`src/rtl/sarc_pkg.sv`:
```
package sarc_pkg;
  // register byte offsets on the APB
  localparam logic [7:0] OFF_CTRL1 = 8'h00;
  localparam logic [7:0] OFF_CTRL2 = 8'h04;
  localparam logic [7:0] OFF_CTRL3 = 8'h08;
  localparam logic [7:0] OFF_CHSEL = 8'h0C;
  localparam logic [7:0] OFF_PCFGL = 8'h10;
  localparam logic [7:0] OFF_PCFGH = 8'h14;
  localparam logic [7:0] OFF_SCAN  = 8'h18;
  localparam logic [1:0] BUF_WIN   = 2'h1;
  // reset value of every control register
  localparam logic [15:0] RST_REG = 16'h0000;
  // converter_control_one fields
  localparam int C1_ON   = 15;
  localparam int C1_SIDL = 13;
  localparam int C1_OUTPUT_FORMAT = 8;
  localparam int C1_TRIG = 5;
  localparam int C1_AUTO_SAMPLE = 2;
  localparam int C1_SAMPLE_ENABLE = 1;
  localparam int C1_DONE = 0;
  localparam logic [15:0] C1_WMASK = 16'hA3E4;
  // converter_control_two fields
  localparam int C2_REFERENCE_CONFIG = 13;
  localparam int C2_SCAN = 10;
  localparam int C2_BUFFER_FILL_STATUS = 7;
  localparam int C2_SEQUENCES_PER_INTERRUPT = 2;
  localparam int C2_BUFFER_SPLIT_MODE = 1;
  localparam int C2_ALTERNATE_INPUT_SELECT = 0;
  localparam logic [15:0] C2_WMASK = 16'hE43F;
  // converter_control_three fields
  localparam int C3_RC   = 15;
  localparam int C3_AUTO_SAMPLE_TIME = 8;
  localparam int C3_DIV  = 0;
  localparam logic [15:0] C3_WMASK = 16'h9FFF;
  // input select fields: mux A low byte, mux B high byte
  localparam int CH_A_POS = 0;
  localparam int CH_A_NEG = 7;
  localparam int CH_B_POS = 8;
  localparam int CH_B_NEG = 15;
  localparam logic [15:0] CH_WMASK = 16'h9F9F;
  localparam logic [15:0] PH_WMASK = 16'h0003;
  // trigger source codes
  localparam logic [2:0] TRIG_MANUAL = 3'h0;
  localparam logic [2:0] TRIG_EXT    = 3'h1;
  localparam logic [2:0] TRIG_T3     = 3'h2;
  localparam logic [2:0] TRIG_T5     = 3'h4;
  localparam logic [2:0] TRIG_CHARGE_TIME_UNIT   = 3'h6;
  localparam logic [2:0] TRIG_AUTO   = 3'h7;
  // output format codes
  localparam logic [1:0] FMT_INT   = 2'h0;
  localparam logic [1:0] FMT_SINT  = 2'h1;
  localparam logic [1:0] FMT_FRAC  = 2'h2;
  localparam logic [1:0] FMT_SFRAC = 2'h3;
  // conversion length in conversion clock periods
  localparam logic [3:0] CONV_TAD = 4'hC;
  typedef enum logic [1:0] {ST_OFF, ST_HOLD, ST_SAMPLE, ST_CONVERT}
    sarc_state_type;
endpackage

```
`src/rtl/sarc_buf_if.sv`:
```
`timescale 1ns/1ps
interface sarc_buf_if #(
  parameter int W  = 16,
  parameter int AW = 4
);
  logic          wr_en;
  logic [AW-1:0] wr_addr;
  logic [W-1:0]  wr_data;
  logic [AW-1:0] rd_addr;
  logic [W-1:0]  rd_data;
  modport writer (output wr_en, output wr_addr, output wr_data,
                  output rd_addr, input rd_data);
  modport mem    (input wr_en, input wr_addr, input wr_data,
                  input rd_addr, output rd_data);
endinterface

```
`src/rtl/sarc_top.sv`:
```
`timescale 1ns/1ps
module sarc_top #(
  parameter int BUF_DEPTH = 16
)(
  // clock and reset
  input  wire logic        MCLK_I,
  input  wire logic        RST_I,
  // apb slave
  input  wire logic        PSEL_I,
  input  wire logic        PENABLE_I,
  input  wire logic        PWRITE_I,
  input  wire logic [7:0]  PADDR_I,
  input  wire logic [31:0] PWDATA_I,
  output logic      [31:0] PRDATA_O,
  output logic             PREADY_O,
  output logic             PSLVERR_O,
  // power state and trigger events
  input  wire logic        IDLE_I,
  input  wire logic        EXT_PIN_I,
  input  wire logic        T3_EVT_I,
  input  wire logic        T5_EVT_I,
  input  wire logic        CHARGE_TIME_UNIT_EVT_I,
  // analog front end
  input  wire logic [9:0]  ADC_DATA_I,
  output logic             SAMPLE_O,
  output logic             CONVERT_O,
  output logic      [4:0]  CH_POS_O,
  output logic             CH_NEG_O,
  output logic             REF_POS_EXT_O,
  output logic             REF_NEG_EXT_O,
  output logic      [17:0] ANALOG_EN_O,
  output logic             RC_CLK_SEL_O,
  // conversion event
  output logic             CONV_IRQ_O
);
  if (BUF_DEPTH != 16) begin : g_depth_chk
    $error("sarc_top: BUF_DEPTH must be 16");
  end

  sarc_buf_if #(.W(16), .AW(4)) bw ();
  sarc_result_mem #(.W(16), .AW(4), .DEPTH(BUF_DEPTH)) u_mem (
    .clk_i (MCLK_I),
    .rst_i (RST_I),
    .bus   (bw)
  );

  // ---------------- register file ----------------
  logic [15:0] c1, c2, c3, chsel, pcfgl, scan_channel_select;
  logic [1:0]  pcfgh;
  logic [15:0] next_c1, next_c2, next_c3, next_chsel, next_pcfgl;
  logic [15:0] next_scan_channel_select;
  logic [1:0]  next_pcfgh;
  logic        wr, hit, buf_hit;
  logic [15:0] rdat;
  // sequencer state
  sarc_pkg::sarc_state_type st, next_st;
  logic       sample_enable, done, buffer_fill_status, alt_b, irq;
  logic       next_sample_enable, next_done, next_buffer_fill_status, next_alt_b, next_irq;
  logic [7:0] div_cnt, next_div_cnt;
  logic [4:0] sample_enable_cnt, next_sample_enable_cnt;
  logic [3:0] conv_cnt, seq_cnt, wptr, scan_ptr;
  logic [3:0] next_conv_cnt, next_seq_cnt, next_wptr, next_scan_ptr;
  logic       wen, next_wen;
  logic [3:0] waddr, next_waddr;
  logic [15:0] wdata, next_wdata;
  logic [2:0] ext_s;
  logic       ext_lvl, next_ext_lvl;
  logic       ext_edge, halted, tad_tick, trig_evt, conv_end, seq_last;
  logic       sw_sample_enable_wr;
  logic [2:0] trig;
  logic [4:0] pos_sel;

  assign buf_hit = PADDR_I[7:6] == sarc_pkg::BUF_WIN;
  assign wr = PSEL_I & PENABLE_I & PWRITE_I;
  assign bw.rd_addr = PADDR_I[5:2];
  // buffer read data registers off the setup-phase address: no wait state
  assign PREADY_O = 1'b1;
  assign PSLVERR_O = PSEL_I & PENABLE_I & ~hit;
  assign PRDATA_O = {16'h0000, rdat};

  always_comb
  begin
    hit = 1'b1;
    rdat = 16'h0000;
    if (PADDR_I == sarc_pkg::OFF_CTRL1)
      rdat = c1 | {14'h0000, sample_enable, done};
    else if (PADDR_I == sarc_pkg::OFF_CTRL2)
      rdat = c2 | {8'h00, buffer_fill_status, 7'h00};
    else if (PADDR_I == sarc_pkg::OFF_CTRL3)
      rdat = c3;
    else if (PADDR_I == sarc_pkg::OFF_CHSEL)
      rdat = chsel;
    else if (PADDR_I == sarc_pkg::OFF_PCFGL)
      rdat = pcfgl;
    else if (PADDR_I == sarc_pkg::OFF_PCFGH)
      rdat = {14'h0000, pcfgh};
    else if (PADDR_I == sarc_pkg::OFF_SCAN)
      rdat = scan_channel_select;
    else if (buf_hit && PADDR_I[1:0] == 2'h0)
      rdat = bw.rd_data;
    else
      hit = 1'b0;
  end

  always_comb
  begin
    next_c1 = c1;
    next_c2 = c2;
    next_c3 = c3;
    next_chsel = chsel;
    next_pcfgl = pcfgl;
    next_pcfgh = pcfgh;
    next_scan_channel_select = scan_channel_select;
    if (wr && PADDR_I == sarc_pkg::OFF_CTRL1)
      next_c1 = PWDATA_I[15:0] & sarc_pkg::C1_WMASK;
    else if (wr && PADDR_I == sarc_pkg::OFF_CTRL2)
      next_c2 = PWDATA_I[15:0] & sarc_pkg::C2_WMASK;
    else if (wr && PADDR_I == sarc_pkg::OFF_CTRL3)
      next_c3 = PWDATA_I[15:0] & sarc_pkg::C3_WMASK;
    else if (wr && PADDR_I == sarc_pkg::OFF_CHSEL)
      next_chsel = PWDATA_I[15:0] & sarc_pkg::CH_WMASK;
    else if (wr && PADDR_I == sarc_pkg::OFF_PCFGL)
      next_pcfgl = PWDATA_I[15:0];
    else if (wr && PADDR_I == sarc_pkg::OFF_PCFGH)
      next_pcfgh = PWDATA_I[1:0] & sarc_pkg::PH_WMASK[1:0];
    else if (wr && PADDR_I == sarc_pkg::OFF_SCAN)
      next_scan_channel_select = PWDATA_I[15:0];
  end

  always_ff @(posedge MCLK_I or posedge RST_I)
  begin
    if (RST_I)
    begin
      c1 <= sarc_pkg::RST_REG;
      c2 <= sarc_pkg::RST_REG;
      c3 <= sarc_pkg::RST_REG;
      chsel <= sarc_pkg::RST_REG;
      pcfgl <= sarc_pkg::RST_REG;
      pcfgh <= 2'h0;
      scan_channel_select <= sarc_pkg::RST_REG;
    end
    else
    begin
      c1 <= next_c1;
      c2 <= next_c2;
      c3 <= next_c3;
      chsel <= next_chsel;
      pcfgl <= next_pcfgl;
      pcfgh <= next_pcfgh;
      scan_channel_select <= next_scan_channel_select;
    end
  end

  // ---------------- helpers ----------------
  function automatic logic [3:0] scan_next(input logic [3:0]  cur,
                                           input logic [15:0] m);
    logic [3:0] r;
    logic [3:0] idx;
    logic       found;
    r = cur;
    found = 1'b0;
    for (int k = 1; k <= 16; k++)
    begin
      idx = cur + 4'(k);
      if (!found && m[idx])
      begin
        r = idx;
        found = 1'b1;
      end
    end
    return r;
  endfunction

  function automatic logic [15:0] fmt(input logic [9:0] d,
                                      input logic [1:0] f);
    logic [15:0] r;
    r = {6'h00, d};
    case (f)
      sarc_pkg::FMT_SINT:  r = {{7{~d[9]}}, d[8:0]};
      sarc_pkg::FMT_FRAC:  r = {d, 6'h00};
      sarc_pkg::FMT_SFRAC: r = {~d[9], d[8:0], 6'h00};
      default:             r = {6'h00, d};
    endcase
    return r;
  endfunction

  // ---------------- sequencer ----------------
  assign trig = c1[sarc_pkg::C1_TRIG +: 3];
  assign halted = IDLE_I & c1[sarc_pkg::C1_SIDL];
  assign tad_tick = div_cnt == c3[sarc_pkg::C3_DIV +: 8];
  // a level counts once the last two stages agree, so a runt pulse is lost
  assign ext_edge = ext_s[1] & ext_s[2] & ~ext_lvl;
  assign sw_sample_enable_wr = wr && PADDR_I == sarc_pkg::OFF_CTRL1;
  assign conv_end = st == sarc_pkg::ST_CONVERT && tad_tick && !halted
                    && c1[sarc_pkg::C1_ON]
                    && conv_cnt == sarc_pkg::CONV_TAD - 4'h1;
  assign seq_last = seq_cnt == c2[sarc_pkg::C2_SEQUENCES_PER_INTERRUPT +: 4];
  // reserved codes never fire, so sampling simply continues
  always_comb
  begin
    case (trig)
      sarc_pkg::TRIG_EXT:  trig_evt = ext_edge;
      sarc_pkg::TRIG_T3:   trig_evt = T3_EVT_I;
      sarc_pkg::TRIG_T5:   trig_evt = T5_EVT_I;
      sarc_pkg::TRIG_CHARGE_TIME_UNIT: trig_evt = CHARGE_TIME_UNIT_EVT_I;
      sarc_pkg::TRIG_AUTO: trig_evt = tad_tick &&
        sample_enable_cnt >= c3[sarc_pkg::C3_AUTO_SAMPLE_TIME +: 5];
      default:             trig_evt = 1'b0;
    endcase
  end

  always_comb
  begin
    next_st = st;
    next_sample_enable = sample_enable;
    next_done = done;
    next_buffer_fill_status = buffer_fill_status;
    next_alt_b = alt_b;
    next_irq = 1'b0;
    next_div_cnt = div_cnt;
    next_sample_enable_cnt = sample_enable_cnt;
    next_conv_cnt = conv_cnt;
    next_seq_cnt = seq_cnt;
    next_wptr = wptr;
    next_scan_ptr = scan_ptr;
    next_wen = 1'b0;
    next_waddr = waddr;
    next_wdata = wdata;
    next_ext_lvl = (ext_s[1] == ext_s[2]) ? ext_s[2] : ext_lvl;
    if (sw_sample_enable_wr)
      next_sample_enable = PWDATA_I[sarc_pkg::C1_SAMPLE_ENABLE];
    if (!c1[sarc_pkg::C1_ON])
    begin
      next_st = sarc_pkg::ST_OFF;
      next_div_cnt = 8'h00;
      next_seq_cnt = 4'h0;
      next_wptr = 4'h0;
      next_alt_b = 1'b0;
      next_scan_ptr = scan_next(4'hF, scan_channel_select);
    end
    else if (!halted)
    begin
      next_div_cnt = tad_tick ? 8'h00 : div_cnt + 8'h01;
      case (st)
        sarc_pkg::ST_OFF:
          next_st = sarc_pkg::ST_HOLD;
        sarc_pkg::ST_HOLD:
          if (sample_enable)
          begin
            next_st = sarc_pkg::ST_SAMPLE;
            next_done = 1'b0;
            next_sample_enable_cnt = 5'h00;
          end
        sarc_pkg::ST_SAMPLE:
        begin
          if (tad_tick && sample_enable_cnt != 5'h1F)
            next_sample_enable_cnt = sample_enable_cnt + 5'h01;
          if (trig == sarc_pkg::TRIG_MANUAL ? !sample_enable : trig_evt)
          begin
            next_st = sarc_pkg::ST_CONVERT;
            next_sample_enable = 1'b0;
            next_conv_cnt = 4'h0;
            // restart the divider so a conversion spans whole periods
            next_div_cnt = 8'h00;
          end
          else if (!sample_enable)
            next_st = sarc_pkg::ST_HOLD;
        end
        sarc_pkg::ST_CONVERT:
        begin
          if (tad_tick)
            next_conv_cnt = conv_cnt + 4'h1;
          if (conv_end)
          begin
            next_done = 1'b1;
            next_wen = 1'b1;
            next_wdata = fmt(ADC_DATA_I, c1[sarc_pkg::C1_OUTPUT_FORMAT +: 2]);
            next_waddr = c2[sarc_pkg::C2_BUFFER_SPLIT_MODE] ? {buffer_fill_status, wptr[2:0]} : wptr;
            next_alt_b = ~alt_b & c2[sarc_pkg::C2_ALTERNATE_INPUT_SELECT];
            next_scan_ptr = scan_next(scan_ptr, scan_channel_select);
            next_seq_cnt = seq_cnt + 4'h1;
            next_wptr = wptr + 4'h1;
            if (seq_last)
            begin
              next_irq = 1'b1;
              next_seq_cnt = 4'h0;
              next_wptr = 4'h0;
              next_alt_b = 1'b0;
              next_scan_ptr = scan_next(4'hF, scan_channel_select);
              next_buffer_fill_status = c2[sarc_pkg::C2_BUFFER_SPLIT_MODE] & ~buffer_fill_status;
            end
            // hardware set beats a software clear in the same cycle
            if (c1[sarc_pkg::C1_AUTO_SAMPLE])
            begin
              next_sample_enable = 1'b1;
              next_st = sarc_pkg::ST_SAMPLE;
              next_sample_enable_cnt = 5'h00;
            end
            else
              next_st = sarc_pkg::ST_HOLD;
          end
        end
        default:
          next_st = sarc_pkg::ST_OFF;
      endcase
    end
  end

  always_ff @(posedge MCLK_I or posedge RST_I)
  begin
    if (RST_I)
    begin
      st <= sarc_pkg::ST_OFF;
      sample_enable <= 1'b0;
      done <= 1'b0;
      buffer_fill_status <= 1'b0;
      alt_b <= 1'b0;
      irq <= 1'b0;
      div_cnt <= 8'h00;
      sample_enable_cnt <= 5'h00;
      conv_cnt <= 4'h0;
      seq_cnt <= 4'h0;
      wptr <= 4'h0;
      scan_ptr <= 4'h0;
      wen <= 1'b0;
      waddr <= 4'h0;
      wdata <= 16'h0000;
      ext_s <= 3'h0;
      ext_lvl <= 1'b0;
    end
    else
    begin
      st <= next_st;
      sample_enable <= next_sample_enable;
      done <= next_done;
      buffer_fill_status <= next_buffer_fill_status;
      alt_b <= next_alt_b;
      irq <= next_irq;
      div_cnt <= next_div_cnt;
      sample_enable_cnt <= next_sample_enable_cnt;
      conv_cnt <= next_conv_cnt;
      seq_cnt <= next_seq_cnt;
      wptr <= next_wptr;
      scan_ptr <= next_scan_ptr;
      wen <= next_wen;
      waddr <= next_waddr;
      wdata <= next_wdata;
      ext_s <= {ext_s[1:0], EXT_PIN_I};
      ext_lvl <= next_ext_lvl;
    end
  end

  assign bw.wr_en = wen;
  assign bw.wr_addr = waddr;
  assign bw.wr_data = wdata;

  // ---------------- analog side ----------------
  always_comb
  begin
    if (c2[sarc_pkg::C2_SCAN])
      pos_sel = {1'b0, scan_ptr};
    else if (alt_b)
      pos_sel = chsel[sarc_pkg::CH_B_POS +: 5];
    else
      pos_sel = chsel[sarc_pkg::CH_A_POS +: 5];
  end
  assign CH_POS_O = pos_sel;
  assign CH_NEG_O = alt_b ? chsel[sarc_pkg::CH_B_NEG]
                          : chsel[sarc_pkg::CH_A_NEG];
  // codes 1xx fall back to the supply rails
  assign REF_POS_EXT_O = ~c2[sarc_pkg::C2_REFERENCE_CONFIG + 2] &
                         c2[sarc_pkg::C2_REFERENCE_CONFIG];
  assign REF_NEG_EXT_O = ~c2[sarc_pkg::C2_REFERENCE_CONFIG + 2] &
                         c2[sarc_pkg::C2_REFERENCE_CONFIG + 1];
  assign SAMPLE_O = st == sarc_pkg::ST_SAMPLE;
  assign CONVERT_O = st == sarc_pkg::ST_CONVERT;
  assign ANALOG_EN_O = ~{pcfgh, pcfgl};
  assign RC_CLK_SEL_O = c3[sarc_pkg::C3_RC];
  assign CONV_IRQ_O = irq;
endmodule

```
`src/rtl/sarc_result_mem.sv`:
```
`timescale 1ns/1ps
module sarc_result_mem #(
  parameter int W     = 16,
  parameter int AW    = 4,
  parameter int DEPTH = 16
)(
  // clock and reset
  input wire logic  clk_i,
  input wire logic  rst_i,
  // port pair
  sarc_buf_if.mem   bus
);
  logic [W-1:0] store [DEPTH];
  logic [W-1:0] next_rd_data;

  if (DEPTH != 2 ** AW) begin : g_chk
    $error("sarc_result_mem: DEPTH must equal 2**AW");
  end

  always_comb
  begin
    next_rd_data = store[bus.rd_addr];
  end

  // array has no reset: software only reads words the converter wrote
  always_ff @(posedge clk_i)
  begin
    if (bus.wr_en)
    begin
      store[bus.wr_addr] <= bus.wr_data;
    end
  end

  always_ff @(posedge clk_i or posedge rst_i)
  begin
    if (rst_i)
    begin
      bus.rd_data <= '0;
    end
    else
    begin
      bus.rd_data <= next_rd_data;
    end
  end
endmodule

```
`config.mk`:
```
export PLATFORM = sky130hd
export DESIGN_NAME = sarc_top
export DESIGN_NICKNAME = d
export VERILOG_FILES = /design/src/rtl/sarc_pkg.sv /design/src/rtl/sarc_buf_if.sv /design/src/rtl/sarc_top.sv /design/src/rtl/sarc_result_mem.sv
export SDC_FILE = /design/constraint.sdc
export NUM_CORES = 1
export LEC_CHECK = 0
export BUFFER_PORTS_ARGS = -buffer_cell sky130_fd_sc_hd__buf_2
export CAP_MARGIN = 20
export CORE_MARGIN = 5
export CORE_UTILIZATION = 45
export DETAILED_ROUTE_END_ITERATION = 8
export GPL_ROUTABILITY_DRIVEN = 0
export GPL_TIMING_DRIVEN = 0
export PLACE_DENSITY = 0.63
export SLEW_MARGIN = 5
export SYNTH_ARGS = -nofsm -noshare
export SYNTH_HDL_FRONTEND = slang
export SYNTH_SLANG_ARGS = --single-unit
```
`constraint.sdc`:
```
create_clock -name MCLK_I -period 6.5 [get_ports MCLK_I]
set_input_delay 0.975 -clock MCLK_I [delete_from_list [all_inputs] [get_ports MCLK_I]]
set_output_delay 0.975 -clock MCLK_I [all_outputs]
set_load 0.05 [all_outputs]
```
### After elaboration in Yosys (flattened, before gate mapping)

Memories as Yosys holds them, arrays and structs flattened. A register that Yosys moved wholly into a read port is not among the register bits.
Index checks and enable logic that the tools add are counted.

| storage, ports and cells | value |
|---|---|
| logic and storage cells | 610 |
| memory bits (writable) | 256 |
| bits of input ports | 60 |
| flip-flop bits (word level) | 139 |
| output and inout port bits | 64 |
| memories | 1 |

| cells by class | value |
|---|---|
| bitwise logic cells | 26 |
| add/sub/neg operators | 20 |
| reductions and logical operators | 127 |
| muxes and demuxes | 358 |
| order comparisons | 17 |
| equal/unequal tests | 37 |

Memory list:

| memory | depth | bits a word | read ports | clocked after memory_dff | wr ports | RTL line | source |
|---|---|---|---|---|---|---|---|
| u_mem.store | 16 | 16 | 1 | 1 | 1 | sarc_result_mem.sv:13 | `logic [W-1:0] store [DEPTH];` |

Operators with widths:

| cell | count |
|---|---|
| $mux 4 | 65 |
| $mux 1 | 244 |
| $mux 16 | 8 |
| $lt 4x5->1 const B | 16 |
| $bmux 1 s4 | 16 |
| $logic_and 1x1->1 | 59 |
| $pmux 16 s3 | 1 |
| $logic_not 1->1 | 47 |
| $mux 8 | 5 |
| $add 4x4->4 const B | 8 |
| $mux 5 | 6 |
| $reduce_and 5->1 | 5 |
| $eq 8x5->1 const B | 3 |
| $not 18->18 | 1 |
| $ne 17x1->1 const B | 1 |
| $add 4x1->4 const B | 4 |
| $add 4x3->4 const B | 4 |
| $eq 8x4->1 const B | 2 |
| $or 16x2->16 | 1 |
| $or 16x8->16 | 1 |
| $pmux 5 s3 | 1 |
| $mux 2 | 7 |
| $reduce_and 7->1 | 2 |
| $not 1->1 | 13 |
| other kinds (34) | 65 |

### Logic depth before layout (Yosys ltp)

Gate-level depths: netlist of the first run.

| depth | value |
|---|---|
| word-level depth | 129 |
| mapped depth | 15 |
| gate-level depth less buffers | 11 |

### Cells and area by module

Synthesis of the first run repeated with hierarchy kept, for this count alone.

| second synthesis, totals | value |
|---|---|
| cells, all modules | 1426 |
| area, all modules | 19670.1 um^2 |

Modules (own cells, without submodules):

| module | times used | seq. area each (um^2) | area an instance (um^2) | cells each |
|---|---|---|---|---|
| sarc_result_mem | 1 | 8087.8 | 10126.0 | 433 |
| sarc_top | 1 | 3478.3 | 9544.2 | 993 |

### Worst setup path before layout of the first run

OpenSTA, ideal clock, no wires.

| timing path | value |
|---|---|
| kind | input-to-output |
| from | in PADDR_I[3] |
| to | out PRDATA_O[9] |
| path buffers | 4 |
| arrival time | 3615 ps |
| data required time | 5525 ps |
| setup slack | 1910 ps |
| stages | 6 |
| path through | clkbuf_1 > buf_1 > clkbuf_1 > clkbuf_1 > mux2i_1 > o32ai_1 |

| between the ends | value |
|---|---|
| cells in the longest elaborated chain, start to end | 8 |
| elaborated cells on any way between the ends | 14 |
| classes of those cells | eq/ne (6); mux (7); reduce/logical (1) |

Ends and longest elaborated chain:

| what | RTL line | source |
|---|---|---|
| start: declaration | sarc_top.sv:12 | `input wire logic [7:0] PADDR_I,` |
| $eq 8x5->1 | sarc_top.sv:97 | `else if (PADDR_I == sarc_pkg::OFF_SCAN)` |
| $mux 16 | sarc_top.sv:97 |  |
| $mux 16 | sarc_top.sv:95 | `else if (PADDR_I == sarc_pkg::OFF_PCFGH)` |
| $mux 16 | sarc_top.sv:93 | `else if (PADDR_I == sarc_pkg::OFF_PCFGL)` |
| $mux 16 | sarc_top.sv:91 | `else if (PADDR_I == sarc_pkg::OFF_CHSEL)` |
| $mux 16 | sarc_top.sv:89 | `else if (PADDR_I == sarc_pkg::OFF_CTRL3)` |
| $mux 16 | sarc_top.sv:87 | `else if (PADDR_I == sarc_pkg::OFF_CTRL2)` |
| $mux 16 (*) | sarc_top.sv:85 | `if (PADDR_I == sarc_pkg::OFF_CTRL1)` |
| end: declaration | sarc_top.sv:14 | `output logic [31:0] PRDATA_O,` |

Every way passes the cells marked *; elsewhere a longest branch is shown, timed or not.

### Worst setup path after layout of the first run

| timing path | value |
|---|---|
| from | reg scan_ptr[1] |
| to | reg scan_ptr[3] |

| between the ends | value |
|---|---|
| cells in the longest elaborated chain, start to end | 110 |
| elaborated cells on any way between the ends | 176 |
| classes of those cells | add/sub (15); eq/ne (2); mux (128); reduce/logical (31) |

Ends and longest elaborated chain:

| what | RTL line | source |
|---|---|---|
| start: declaration | sarc_top.sv:61 | `logic [3:0] conv_cnt, seq_cnt, wptr, scan_ptr;` |
| start signal: assignment | sarc_top.sv:344 | `scan_ptr <= next_scan_ptr;` |
| $add 4x1->4 | sarc_top.sv:164 | `idx = cur + 4'(k);` |
| $bmux 1 s4 | sarc_top.sv:165 | `if (!found && m[idx])` |
| $mux 1 (not written as such) | sarc_top.sv:165 |  |
| $mux 1 | sarc_top.sv:165 |  |
| $mux 1 | sarc_top.sv:273 | `if (conv_end)` |
| $mux 1 | sarc_top.sv:244 | `case (st)` |
| $mux 1 | sarc_top.sv:241 | `else if (!halted)` |
| $mux 1 | sarc_top.sv:232 | `if (!c1[sarc_pkg::C1_ON])` |
| (+94 left out) | -- |  |
| $mux 1 | sarc_top.sv:273 |  |
| $mux 1 | sarc_top.sv:244 |  |
| $mux 1 | sarc_top.sv:241 |  |
| $mux 1 | sarc_top.sv:232 |  |
| $logic_not 1->1 | sarc_top.sv:165 |  |
| $logic_and 1x1->1 | sarc_top.sv:165 |  |
| $ne 3x3->1 (no source line) | -- |  |
| $reduce_and 5->1 (no source line) | -- |  |

Parallel ways exist; a longest one is shown, timed or not. The select of a mux whose other input is x is not followed.
A chain may end at the register's enable or synchronous reset.

==> summary.txt, run 1 <==
Synth-to-Final Area Change - 15.94%
total routed wirelength - 53020 µm
Slew @ Worst Pin - 1.041 ns
vias in the first global route - 12710
Worst Path Arrival - 6.39 ns
worst min-delay path class - reg2reg
Post-Syn Area - 19440 µm²
Distinct cells, synth - 75
Non-Filler Instances - 2177
top cells by area, synth - edfxtp_1 40%, dfrtp_1 20%, mux4_2 12%
layout cells sized above 1 - 0.2651
number of enable flip-flop cells after synthesis - 256
outcome - finished clean
clock buffer depth - 3
CTS tree - built
CP endpoint kind - flip-flop
Antenna Cells - 0
fraction of registers with async set/reset - 0.3771
Slew headroom - 0.3057
Die X - 217.9 µm
Worst-Skew Late Latency - 0.56 ns
Core Box Area - 42890 µm²
CTS hold repair buffers - 0
worst hold start - ext_s[0]
path depth of the worst reg2reg path - 15
setup TNS - 0 ns
gr ovfl total - 0
Iter 0 DRT Violations - 1564
Post CTS Setup Buffer Count - 0
post-synthesis sequential area ratio - 0.5949
worst r2r src - scan_ptr[1]
Worst Skew - 0.01040 ns
nets - 1638
first-pass GRT wire length - 79600 µm
Min Clock Period, post-route - 5.973 ns
final setup fails - 0
Fin. Hold Viols - 0
Post-CTS Resized - 0
CTS clk-pin slew, worst paths - 0.06 ns
FP Rows - 76
Warnings, synthesis - 0
Hold Path Depth - 0
cts bufs inserted - 42
crit path launch type - flip-flop
total number of vias - 12850
Worst VDD drop - 180.8 µV
Synth Register Bits - 411
IO Port Bufs - 86
initial antenna violation count - 0
IO Count - 124
antenna viol nets, final - 0
first-pass iteration count of the detailed router - 8
drt drc - 0
number of max-cap violations - 0
Slew Viols, Final - 0
r2r setup slk - 0.53 ns
prevailing post-synth register cell - edfxtp_1
Total Die Area - 47460 µm²
Gate Count Post-Synth - 1384
RSZ-0062 raised after global routing - false
initial core utilization - 0.4533
post-placement cell count - 2093
Cell Pwr Density - 253.9 nW/µm²
vias per inst - 5.901
launch point of the critical path - scan_ptr[1]
final core utilization - 0.5256
reg2reg end - scan_ptr[3]
max frequency - 167.4 MHz
synthesized area per cell - 14.05 µm²
Static Leakage - 8.108 nW
worst setup path class - reg2reg
DIE HEIGHT - 217.9 µm
wire per inst - 24.35 µm
Synth top area share - 0.3954
CTS sink cnt - 411
crit-path max FO - 10
post-DP HPWL - 37830 µm
GRT Util Overall - 0.2211
root buf cell - clkbuf_16
Worst Path Required - 6.92 ns
area leader, netlist - edfxtp_1
Min-Delay Endpoint - ext_s[1]
H-tree depth - 2
crit share post-route - 0.9190
Filler Cells Inserted - 3566
pin count of the biggest net entering global routing - 112
final cells by class:
type	instances	area, µm²	area share
buffer	88	411.6	0.01826
timing repair buffer	115	864.6	0.03836
sequential	411	11570	0.5132
multi-input combinational	846	7367	0.3269
clock inverter	21	240.2	0.01066
clock buffer	57	1147	0.05090
tap	585	732.0	0.03247
inverter	54	210.2	0.009326
flip-flops by register name, indices dropped and copies added (netlist names), 2 cells and up:
register and flops:
c1 8, ext_s 3, bw.wr_addr 4, u_mem.store 256, pcfgl 16, bw.wr_data 16, pcfgh 2, c3 14
scan_channel_select 16, sample_enable_cnt 5, div_cnt 8, conv_cnt 4, chsel 12, st 2, wptr 4, seq_cnt 4
scan_ptr 4, u_mem.bus.rd_data 16, c2 10
per-layer routing:
layer | wire [µm] | up-vias | track usage
li1 | - | 5626 | -
met3 | 4194 | 111 | 0.04318
met4 | 1810 | 0 | 0.06427
met1 | 21580 | 6524 | 0.3028
met2 | 25430 | 585 | 0.3638
met5 | 0 | - | 0
logic make-up (layout without fill, tap and decap cells):
| family | Yosys count | count (layout) | synth area share |
|---|---|---|---|
| AND/OR/NAND/NOR | 326 | 326 | 0.08096 |
| adder cells (fa/ha/maj) | 20 | 20 | 0.01287 |
| buffers and inverters | 142 | 335 | 0.03160 |
| flip-flops | 411 | 411 | 0.5949 |
| multiplexers | 226 | 226 | 0.1915 |
| XOR/XNOR | 27 | 27 | 0.01255 |
| other | 2 | 17 | 0.0003863 |
| AO/OA/AOI/OAI | 230 | 230 | 0.07517 |
metrics by stage:
step	power, mW	hold WS (ns)	area [µm²]	setup WS [ns]
global placement	3.330	0.3339	20660	-0.7382
floorplan	3.196	0.3312	19500	1.347
detailed placement	3.337	0.3497	21090	0.6855
finish	5.723	0.3623	22540	0.5267
global route	5.902	0.3707	22540	0.2165
CTS	5.746	0.3613	22480	0.6631
power breakdown:
group          leakage [nW]  total, mW  switching (mW)  internal, mW
clock network         0.668       2.43            1.05          1.38
logic                  3.76      0.514           0.329         0.185
registers              3.68       2.78          0.0163          2.77
worst max-delay path: stages, from the launching register on:
cell and delay [ns]:
dfrtp_1 0.48, clkbuf_1 0.32, clkbuf_1 0.55, inv_1 0.32
ha_1 0.45, buf_6 0.17, clkbuf_1 0.49, mux4_2 0.50
mux2_2 0.34, mux2i_1 0.51, nand4_1 0.37, nor4_2 0.51
nand2_1 0.14, o21a_1 0.14, a211oi_1 0.33, o21ai_1 0.18
cell usage in the layout (no fill, tap or decap), drive strengths merged, types with 11 or more instances in the layout:
cell type  instances
and3              11
clkbuf           112
buf              148
nor2b             13
nand2            130
nor2              65
edfxtp           256
xnor2             14
conb              17
inv               56
mux2              82
nand3b            11
and2              12
dfrtp            155
a21oi             41
nand3             26
xor2              13
clkinv            13
mux2i             36
nand2b            13
mux4             108
nor4              11
o21ai             95
nor3              14
ha                20
worst max-delay path by stage:
stage	to	slack, ns	cells past startpoint
after floorplan	CONV_IRQ_O	1.35	1
after global placement	ext_lvl	-0.74	2
after detailed placement	scan_ptr[2]	0.69	15
after CTS	scan_ptr[2]	0.66	15
after global routing	scan_ptr[2]	0.22	15
final	scan_ptr[3]	0.53	15
cell usage after synthesis (all sizes together) (14+ instances only):
master	count
mux2	82
buf	34
edfxtp	256
dfrtp	155
nand3	26
mux4	108
mux2i	36
inv	52
ha	20
a21oi	41
nor3	14
clkbuf	54
nor2	65
xnor2	14
o21ai	95
nand2	130
Power figures use the tool's default switching activity.
==> run 2: changes to the inputs <==
--- a/config.mk
+++ b/config.mk
@@ -5,6 +5,7 @@
 export SDC_FILE = /design/constraint.sdc
 export NUM_CORES = 1
 export LEC_CHECK = 0
+export ABC_AREA = 1
 export BUFFER_PORTS_ARGS = -buffer_cell sky130_fd_sc_hd__buf_2
 export CAP_MARGIN = 20
 export CORE_MARGIN = 5
==> run 2 against run 1 <==
  * Sequential share of layout area up 2.3 points
  * Power rose by 4.6%
  * Count of clock-buffer cells in the layout decreased by 8
  * Die area down 2.9%
  * Global-route usage grew 0.88 points
  * Fmax grew 9.6%
==> summary.txt, run 2 <==
end of the critical path - PRDATA_O[15]
post-placement cell count - 2541
top cells by area, synth - edfxtp_1 41%, dfrtp_1 21%, nand2_1 8.7%
Synth-to-Final Area Change - 14.41%
GRT Util Overall - 0.2298
wire per inst - 21.06 µm
cts bufs inserted - 41
total number of vias - 14770
area leader, netlist - edfxtp_1
Slew headroom - 0.2615
RSZ-0062 raised after global routing - false
Min Clock Period, post-route - 5.449 ns
cell-internal power - 4.352 mW
Cell Pwr Density - 277.5 nW/µm²
IO Port Bufs - 88
Synth top area share - 0.4078
Sw Pwr - 1.635 mW
Iter 0 DRT Violations - 1798
initial core utilization - 0.4525
nets - 2125
Static Leakage - 8.345 nW
worst min-delay path class - reg2reg
Non-Filler Instances - 2617
worst setup path class - in2out
placed inst area - 20280 µm²
CTS clk-pin slew, worst paths - 0.06 ns
Sequential Power Share - 0.467
outcome - finished clean
Commonest cells post-synth - 437 x nand2_1, 256 x edfxtp_1, 175 x inv_1
Total Die Area - 46090 µm²
Core Box Area - 41670 µm²
Synth Register Bits - 411
design area - 21570 µm²
Post-CTS Resized - 0
Worst Path Arrival - 4.47 ns
CTS tree - built
Worst-Skew Late Latency - 0.54 ns
leading cell type in the layout, fill and taps excluded - nand2_1
CTS sink cnt - 411
synthesized area per cell - 9.996 µm²
Worst Path Required - 5.52 ns
antenna viol nets, final - 0
launch point of the critical path - PADDR_I[5]
vias in the first global route - 14080
Worst VDD drop - 208.1 µV
gr ovfl total - 0
CTS hold repair buffers - 0
H-tree depth - 2
layout cells sized above 1 - 0.1103
Gate Count Post-Synth - 1886
final setup fails - 0
first-pass iteration count of the detailed router - 8
path depth of the worst reg2reg path - 24
Post-Syn Area - 18850 µm²
Die X - 214.7 µm
sw frac - 0.2731
drt drc - 0
initial antenna violation count - 1
worst r2r src - scan_ptr[1]
Largest register FFs - 256
Slew @ Worst Pin - 1.104 ns
max frequency - 183.5 MHz
commonest non-fill, non-tap cells in the layout - 437 x nand2_1, 256 x edfxtp_1, 174 x inv_1, 155 x dfrtp_1, 154 x o21ai_0
pin count of the biggest net entering global routing - 126
crit share post-route - 0.8384
fraction of registers with async set/reset - 0.3771
Post CTS Setup Buffer Count - 0
crit-path max FO - 10
number of max-cap violations - 0
Biggest register - u_mem.store
FP Rows - 75
CP endpoint kind - output port
worst slack, placed - 1.301 ns
post-DP HPWL - 38950 µm
prevailing post-synth register cell - edfxtp_1
clock power share - 0.385
first-pass GRT wire length - 82690 µm
reg2reg end - scan_ptr[1]
post-synthesis sequential area ratio - 0.6135
clock buffer depth - 3
crit path launch type - input port
Final Power - 5.987 mW
DIE HEIGHT - 214.7 µm
Warnings, synthesis - 0
Worst Skew - 0.01216 ns
root buf cell - clkbuf_16
number of enable flip-flop cells after synthesis - 256
Distinct cells, synth - 51
Fin. Hold Viols - 0
IO Count - 124
r2r setup slk - 2.45 ns
combinational power share - 0.148
most common cell in the netlist - nand2_1
total routed wirelength - 55110 µm
Slew Viols, Final - 0
Worst Slack Setup Final - 1.051 ns
vias per inst - 5.643
==> run 2: through the flow <==
stage | util | hold WS [ns] | setup TNS, ns
final | 0.5177 | 0.3506 | 0
after global placement | 0.4806 | 0.3324 | -79.32
after CTS | 0.5177 | 0.3522 | 0
after global routing | 0.5177 | 0.3533 | 0
after floorplan | - | 0.3312 | 0
after detailed placement | 0.4866 | 0.3385 | 0
==> run 2: power groups by stage <==
stage | sequential (mW) | clock (mW) | combinational (mW)
6_report | 2.80 | 2.31 | 0.884
4_1_cts | 2.79 | 2.33 | 0.864
3_3_place_gp | 2.85 | 0 | 0.843
3_5_place_dp | 2.85 | 0 | 0.860
5_1_grt | 2.80 | 2.45 | 0.963
2_1_floorplan | 2.84 | 0 | 0.621
==> run 2: worst max-delay path: stages <==
cell and delay [ns]:
clkbuf_1 0.22, nor2_1 0.69, nand2_1 0.19, nor3_1 0.73, inv_1 0.21, clkbuf_1 0.27, o21ai_0 0.38, a21oi_1 0.14
a32oi_1 0.34, buf_2 0.32
==> run 2: cells by family after synthesis <==
family / share of synthesized area
AOI/OAI and AO/OA: 0.1244
xor gates and xnor gates: 0.01201
adders and majority gates: 0.01327
buffers and inverters: 0.05867
DFF: 0.6135
muxes: 0.003783
other: 0.0003983
and+or+nand+nor: 0.1739
==> run 2: how the worst min path moves through the flow <==
stage,from,to,slack [ns],cells past startpoint
after floorplan,ext_s[0],ext_s[1],0.33,0
after global placement,ext_s[0],ext_s[1],0.33,0
after detailed placement,ext_s[0],ext_s[1],0.34,0
after CTS,ext_s[0],ext_s[1],0.35,0
after global routing,ext_s[0],ext_s[1],0.35,0
final,ext_s[0],ext_s[1],0.35,0
==> run 2: layer usage <==
layer	vias to the layer above	GRT usage	share of wire
met5	-	0	0
met1	7106	0.3236	0.43
met2	692	0.3604	0.45
met4	0	0.08203	0.035
li1	6872	-	-
met3	99	0.04235	0.088
==> run 2: cell type report <==
cell class | instances | area [µm²]
fillers | 3706 | 20090
flip-flops and latches | 411 | 11570
multi-input cells | 1216 | 6277
clock buffers | 49 | 1056
inverters | 188 | 713.2
well taps | 539 | 674.4
repair buffers | 101 | 644.4
plain buffers | 86 | 400.4
clock inverters | 26 | 236.5
diodes | 1 | 2.502
